$ cat src/logic/oqt_pkg.sv
package oqt_pkg;
  localparam int unsigned CNT_W = 16;
  localparam logic [15:0] CNT_MAX = 16'hffff;
  localparam logic [15:0] CNT_ZERO = 16'h0000;
  localparam logic [15:0] CNT_RST = 16'h0000;
  localparam logic [15:0] RD_UNDEF = 16'h0000;
  localparam logic [4:0] PRE_ALL = 5'h1f;
  localparam logic [2:0] PRE_DIV8_MASK = 3'h7;
  localparam logic [4:0] PRE_RST = 5'h00;
  // Channel positions among the quadrature-capable channels
  localparam int unsigned CHAN_FIRST = 0;
  localparam int unsigned CHAN_SECOND = 1;
  localparam int unsigned CHAN_THIRD = 2;

  typedef enum logic [2:0] {
    OQT_SRC_DIV1 = 3'b000,
    OQT_SRC_DIV2 = 3'b001,
    OQT_SRC_DIV8 = 3'b010,
    OQT_SRC_DIV32 = 3'b011,
    OQT_SRC_SUB32 = 3'b100
  } oqt_src_t;

  typedef enum logic {
    OQT_MODE_QUAD = 1'b0,
    OQT_MODE_ONESHOT = 1'b1
  } oqt_mode_t;

  typedef enum logic {
    OQT_IDLE = 1'b0,
    OQT_RUN = 1'b1
  } oqt_fsm_t;

  typedef struct packed {
    oqt_mode_t mode;
    logic count_start;
    logic x4_sel;
    logic free_run;
    oqt_src_t src_sel;
    logic pin_trig_en;
    logic ovf_trig_en;
    logic pulse_out_en;
  } oqt_cfg_t;

  typedef struct packed {
    logic [2:0] sync_ev;
    logic [2:0] sync_aux;
    logic [2:0] sync_sub;
    logic ev;
    logic aux;
    logic sub;
    logic [4:0] pre;
    logic [4:0] subdiv;
    logic [15:0] cnt;
    logic [15:0] rld;
    oqt_fsm_t fsm;
    logic irq;
    logic pulse;
    logic [15:0] rd;
  } oqt_state_t;
endpackage

$ cat src/logic/oqt_timer.sv
`timescale 1ns/10ps
module oqt_timer #(
  parameter int unsigned CHANNEL = oqt_pkg::CHAN_SECOND
) (
  input wire logic clk,
  input wire logic resetn,
  input wire oqt_pkg::oqt_cfg_t cfg,
  input wire logic event_input_pin,
  input wire logic auxiliary_io_pin_in,
  output logic auxiliary_io_pin_out,
  output logic auxiliary_io_pin_oe_n,
  input wire logic subclock_pin,
  input wire logic timer_ovf_in,
  input wire logic oneshot_start,
  input wire logic wr_en,
  input wire logic [15:0] wr_data,
  output logic [15:0] rd_data,
  output logic running,
  output logic irq
);
  oqt_pkg::oqt_state_t q, d;

  logic ev_chg, aux_chg, sub_rise, ev_new, aux_new;
  logic x4_eff, tick, up, dn, trig, counting;

  // Prescaler taps fire when the low bits of the free counter are all ones; the sub tap fires when the sub edge counter wraps
  function automatic logic src_tick(input oqt_pkg::oqt_src_t s, input logic [4:0] p,
                                    input logic sub_wrap);
    unique case (s)
      oqt_pkg::OQT_SRC_DIV1: src_tick = 1'b1;
      oqt_pkg::OQT_SRC_DIV2: src_tick = p[0];
      oqt_pkg::OQT_SRC_DIV8: src_tick = (p[2:0] == oqt_pkg::PRE_DIV8_MASK);
      oqt_pkg::OQT_SRC_DIV32: src_tick = (p == oqt_pkg::PRE_ALL);
      oqt_pkg::OQT_SRC_SUB32: src_tick = sub_wrap;
      default: src_tick = 1'b0;
    endcase
  endfunction

  always_comb begin
    d = q;
    d.sync_ev = {q.sync_ev[1:0], event_input_pin};
    d.sync_aux = {q.sync_aux[1:0], auxiliary_io_pin_in};
    d.sync_sub = {q.sync_sub[1:0], subclock_pin};
    // Filtered levels move only when stages two and three agree
    ev_chg = (q.sync_ev[1] == q.sync_ev[2]) && (q.sync_ev[2] != q.ev);
    aux_chg = (q.sync_aux[1] == q.sync_aux[2]) && (q.sync_aux[2] != q.aux);
    sub_rise = (q.sync_sub[1] == q.sync_sub[2]) && q.sync_sub[2] && !q.sub;
    ev_new = ev_chg ? q.sync_ev[2] : q.ev;
    aux_new = aux_chg ? q.sync_aux[2] : q.aux;
    d.ev = ev_new;
    d.aux = aux_new;
    d.sub = (q.sync_sub[1] == q.sync_sub[2]) ? q.sync_sub[2] : q.sub;
    d.pre = q.pre + 5'h01;
    d.subdiv = sub_rise ? q.subdiv + 5'h01 : q.subdiv;
    d.irq = 1'b0;

    if (CHANNEL == oqt_pkg::CHAN_SECOND) begin
      x4_eff = cfg.x4_sel;
    end else begin
      x4_eff = (CHANNEL == oqt_pkg::CHAN_THIRD);
    end

    tick = src_tick(cfg.src_sel, q.pre, sub_rise && (q.subdiv == oqt_pkg::PRE_ALL));

    up = 1'b0;
    dn = 1'b0;
    if (x4_eff) begin
      // Simultaneous change of both phases carries no direction, so skip it
      if (ev_chg != aux_chg) begin
        up = (ev_new == q.aux);
        dn = (ev_new != q.aux);
      end
    end else if (ev_chg && q.aux) begin
      up = ev_new;
      dn = !ev_new;
    end

    trig = oneshot_start
      || (cfg.pin_trig_en && ev_chg && ev_new)
      || (cfg.ovf_trig_en && timer_ovf_in);
    counting = (cfg.mode == oqt_pkg::OQT_MODE_ONESHOT) ? (q.fsm == oqt_pkg::OQT_RUN)
                                                       : cfg.count_start;

    if (cfg.mode == oqt_pkg::OQT_MODE_QUAD) begin
      d.fsm = oqt_pkg::OQT_IDLE;
      d.pulse = 1'b0;
      if (cfg.count_start && up) begin
        if (q.cnt == oqt_pkg::CNT_MAX) begin
          d.irq = 1'b1;
          d.cnt = cfg.free_run ? oqt_pkg::CNT_ZERO : q.rld;
        end else begin
          d.cnt = q.cnt + 16'h0001;
        end
      end else if (cfg.count_start && dn) begin
        if (q.cnt == oqt_pkg::CNT_ZERO) begin
          d.irq = 1'b1;
          d.cnt = cfg.free_run ? oqt_pkg::CNT_MAX : q.rld;
        end else begin
          d.cnt = q.cnt - 16'h0001;
        end
      end
      d.rd = q.cnt;
    end else begin
      d.rd = oqt_pkg::RD_UNDEF;
      unique case (q.fsm)
        oqt_pkg::OQT_IDLE: begin
          if (cfg.count_start && trig) begin
            d.fsm = oqt_pkg::OQT_RUN;
            d.cnt = q.rld;
          end
        end
        oqt_pkg::OQT_RUN: begin
          if (!cfg.count_start) begin
            d.fsm = oqt_pkg::OQT_IDLE;
          end else if (trig) begin
            d.cnt = q.rld;
          end else if (tick) begin
            // Zero or one left means this tick reaches zero
            if (q.cnt <= 16'h0001) begin
              d.irq = 1'b1;
              d.cnt = q.rld;
              d.fsm = oqt_pkg::OQT_IDLE;
            end else begin
              d.cnt = q.cnt - 16'h0001;
            end
          end
        end
      endcase
      d.pulse = (d.fsm == oqt_pkg::OQT_RUN);
    end

    // Host write always loads the reload value; the counter takes it only while not counting
    if (wr_en) begin
      d.rld = wr_data;
      if (!counting) begin
        d.cnt = wr_data;
      end
    end
  end

  always_ff @(posedge clk or negedge resetn) begin
    if (!resetn) begin
      q <= '{sync_ev: 3'h0, sync_aux: 3'h0, sync_sub: 3'h0, ev: 1'b0, aux: 1'b0,
             sub: 1'b0, pre: oqt_pkg::PRE_RST, subdiv: oqt_pkg::PRE_RST,
             cnt: oqt_pkg::CNT_RST, rld: oqt_pkg::CNT_RST, fsm: oqt_pkg::OQT_IDLE,
             irq: 1'b0, pulse: 1'b0, rd: oqt_pkg::CNT_RST};
    end else begin
      q <= d;
    end
  end

  assign rd_data = q.rd;
  assign irq = q.irq;
  assign running = (cfg.mode == oqt_pkg::OQT_MODE_ONESHOT) ? (q.fsm == oqt_pkg::OQT_RUN)
                                                           : cfg.count_start;
  // Auxiliary pin stays an input unless it carries the one-shot pulse
  assign auxiliary_io_pin_out = q.pulse;
  assign auxiliary_io_pin_oe_n = !(cfg.pulse_out_en && cfg.mode == oqt_pkg::OQT_MODE_ONESHOT);
endmodule

$ cat config.mk
export PLATFORM = sky130hd
export DESIGN_NAME = oqt_timer
export DESIGN_NICKNAME = d
export VERILOG_FILES = /design/src/logic/oqt_pkg.sv /design/src/logic/oqt_timer.sv
export SDC_FILE = /design/constraint.sdc
export NUM_CORES = 1
export LEC_CHECK = 0
export BUFFER_PORTS_ARGS = -buffer_cell sky130_fd_sc_hd__buf_2
export CAP_MARGIN = 10
export CELL_PAD_IN_SITES_DETAIL_PLACEMENT = 1
export CELL_PAD_IN_SITES_GLOBAL_PLACEMENT = 1
export CORE_ASPECT_RATIO = 1.2
export CORE_UTILIZATION = 45
export CTS_BUF_LIST = sky130_fd_sc_hd__clkbuf_16
export CTS_CLUSTER_SIZE = 25
export DETAILED_ROUTE_END_ITERATION = 7
export PLACE_DENSITY_LB_ADDON = 0.1
export SLEW_MARGIN = 20
export SYNTH_ARGS = -nofsm -noshare
export SYNTH_HDL_FRONTEND = slang
export SYNTH_SLANG_ARGS = --single-unit
$ cat constraint.sdc
create_clock -name clk -period 3.02 [get_ports clk]
set_clock_uncertainty 0.15 [all_clocks]
set_input_delay 0.453 -clock clk [delete_from_list [all_inputs] [get_ports clk]]
set_output_delay 0.453 -clock clk [all_outputs]
set_load 0.02 [all_outputs]
==> flow_summary.json <==
{
  "rrSetupSlack_ns": 0.06,
  "maxCapViolCount": 0,
  "pre_cts_slack_ns": 0.207,
  "startpoint_type": "flip-flop",
  "clock-sinks": 72,
  "cp-end-kind": "flip-flop",
  "start_util_pct": 46.8,
  "r2r_cells": 7,
  "slew_viol_final": 0,
  "min_from": "auxiliary_io_pin_in",
  "cts_buffers": 9,
  "design_area_sq_mm": 0.00558,
  "synth_ff_type": "dfrtp_1",
  "wl_per_cell_um": 22.3,
  "fin_nets": 627,
  "dp_cells": 699,
  "vias_per_cell": 6.37,
  "drive_gt1_share_pct": 24.1,
  "first_pass_iters": 4,
  "grt_pass1_wl_um": 25600,
  "synth_xor_area_share_pct": 4.06,
  "cts_setup_buffers": 0,
  "syn_avg_cell_area_sq_um": 8.96,
  "grt_usage_pct": 31.2,
  "clockRootBuffer": "clkbuf_16",
  "grt.overflow.total": 0,
  "synth_compound_area_share_pct": 21.7,
  "std_cell_rows": 40,
  "mappedNetlistArea_sq_mm": 0.00475,
  "dieArea_sq_mm": 0.0110,
  "detail-route-antenna-nets": 0,
  "io_pins": 54,
  "required_ns": 3.13,
  "netlist_instances": 530,
  "drt_wl_total_um": 15900,
  "tritoncts": "built",
  "power.density_mw_per_mm2": 609,
  "crit_arrival_ns": 3.06,
  "drc_errors": 0,
  "synth_seq_cells": 72,
  "synth_nets": 573,
  "synth-edff-count": 0,
  "io_buffers": 53,
  "clk_latency_ns": 0.34,
  "ys_warn_count": 0,
  "area_delta_synth_final_pct": 17.4,
  "fmax_mhz": 338,
  "grt_pass1_vias": 4787,
  "setup_violations": 0,
  "cts_hold_buf": 0,
  "place_area_sq_mm": 0.00520,
  "route.vias.total": 4552,
  "yosys.area_share.simple_pct": 22.6,
  "core_sq_mm": 0.0102,
  "hold_path_class": "in -> reg",
  "cts.path.max_buffers": 2,
  "hold_ws_ns": 0.0649,
  "synthArstFlopShare_pct": 100,
  "peakVddDrop_uv": 280,
  "critPathKind": "reg -> reg",
  "fp.dieW_um": 95.8,
  "status": "completed",
  "grt_max_degree": 73,
  "whs_path_depth": 1,
  "rr_startpoint": "q[63]",
  "finalHoldViolCount": 0,
  "synthAdderAreaFrac_pct": 2.58,
  "r2r_end": "q[48]",
  "crit_chain": "maj3_1 -> and3_1 -> o21ai_0 -> a21oi_1 -> nor2_1 -> o221ai_1 -> a31oi_1",
  "synth_top_family_by_area": "simple AND/OR/NAND/NOR gates",
  "crit_path_top_delay_cell": "o21ai_0",
  "tns_ns": 0,
  "tightest_slew_ns": 0.922,
  "first_iter_violations": 264,
  "rsz0062_at_grt": "false",
  "hpwl_um": 11500,
  "cts-htree-levels": 3,
  "slew_headroom_pct": 38.5,
  "final.period_utilization_pct": 97.9,
  "final_cells": 715,
  "ys_seq_area_share_pct": 37.9,
  "cp_max_fo": 6,
  "fin_ws_ns": 0.0630,
  "leakagePower_uw": 0.00233,
  "antenna_found_initial": 0,
  "gp_congestion": 0.954,
  "die_y_um": 115,
  "holdPathEnd": "d[68]",
  "n_antenna_cell": 0,
  "yosysUniqueCellTypes": 76,
  "path_clk_slew_ns": 0.06,
  "fin_crit_ns": 2.96,
  "muxShareOfSynthArea_pct": 4.92,
  "critPathMaxStageDelay_ns": 0.51,
  "cts.repair.resized": 0
}
## worst max path at each step
stage | end | from | slack (ns)
2_1_floorplan | q[45] | q[35] | 0.26
3_3_place_gp | q[35] | q[35] | 0.29
3_5_place_dp | q[48] | d[72] | 0.21
4_1_cts | q[41] | q[56] | 0.04
5_1_grt | q[42] | q[56] | 0.02
6_report | q[48] | q[63] | 0.06
## flip-flops by register name (all words and copies together) (netlist names)
signal	count
q	49
rd_data	16
d	6
irq	1
## cells by family (layout without fill, tap and decap cells)
| family | after synthesis | after routing |
|---|---|---|
| simple gates | 200 | 200 |
| compound gates | 147 | 147 |
| flops | 72 | 72 |
| buf+inv | 58 | 117 |
| xor+xnor | 22 | 22 |
| mux | 21 | 21 |
| fa+ha+maj | 10 | 10 |
## report_power, final
| part | leakage [uW] | switching [uW] | internal, uW |
|---|---|---|---|
| clock | 0.000176 | 443 | 892 |
| combinational | 0.00128 | 467 | 342 |
| sequential | 0.000873 | 158 | 1090 |
## metal layers
layer / up-vias / global-route usage, % / part of all wire [%]
met3: 50 / 5.78 / 5.2
met5: - / 0 / 0
met2: 144 / 51.0 / 49
met1: 2279 / 39.1 / 41
met4: 0 / 15.5 / 3.9
li1: 2079 / - / -
## synth_stat cells, types with 12 or more instances
library cell   n  share of area (%)
dfrtp_1       72                 38
nand2_1       44                3.5
nor2_1        42                3.3
a21oi_1       31                3.3
clkbuf_1      24                1.9
o21ai_0       21                2.2
mux2_2        19                4.5
nor3_1        18                1.9
buf_4         17                2.7
nand3_1       15                1.6
nor2b_1       15                2.0
a31oi_1       14                1.8
xnor2_1       12                2.2
## critical path, delay by kind of cell (launching register included)
family          cells  cell delay (ns)
fa+ha+maj           1             0.44
flops               1             0.43
compound gates      4             1.25
simple gates        2             0.60
## area by class of cell
cell class | instances | area (sq um)
repair buffers | 91 | 553
clock inverters | 7 | 141
multi-input cells | 400 | 2660
clock buffers | 9 | 225
flip-flops and latches | 72 | 1800
fillers | 1195 | 4580
inverters | 10 | 37.5
well taps | 126 | 158
## through the flow
step / util (%) / power (uW)
after detailed placement: 51.2 / 2060
after global routing: 54.9 / 3560
after floorplan: - / 1790
after global placement: 51.2 / 2030
final: 54.9 / 3400
after CTS: 54.8 / 3400
## layout by cell type (no fill, tap or decap), types with 12 or more instances in the layout
cell type,n
buf_4,39
o21ai_0,21
a21oi_1,31
nand3_1,15
nor2_1,42
xnor2_1,12
buf_2,52
a31oi_1,14
mux2_2,19
dfrtp_1,72
nor2b_1,15
nor3_1,18
nand2_1,44
(Power assumes the default switching activity.)
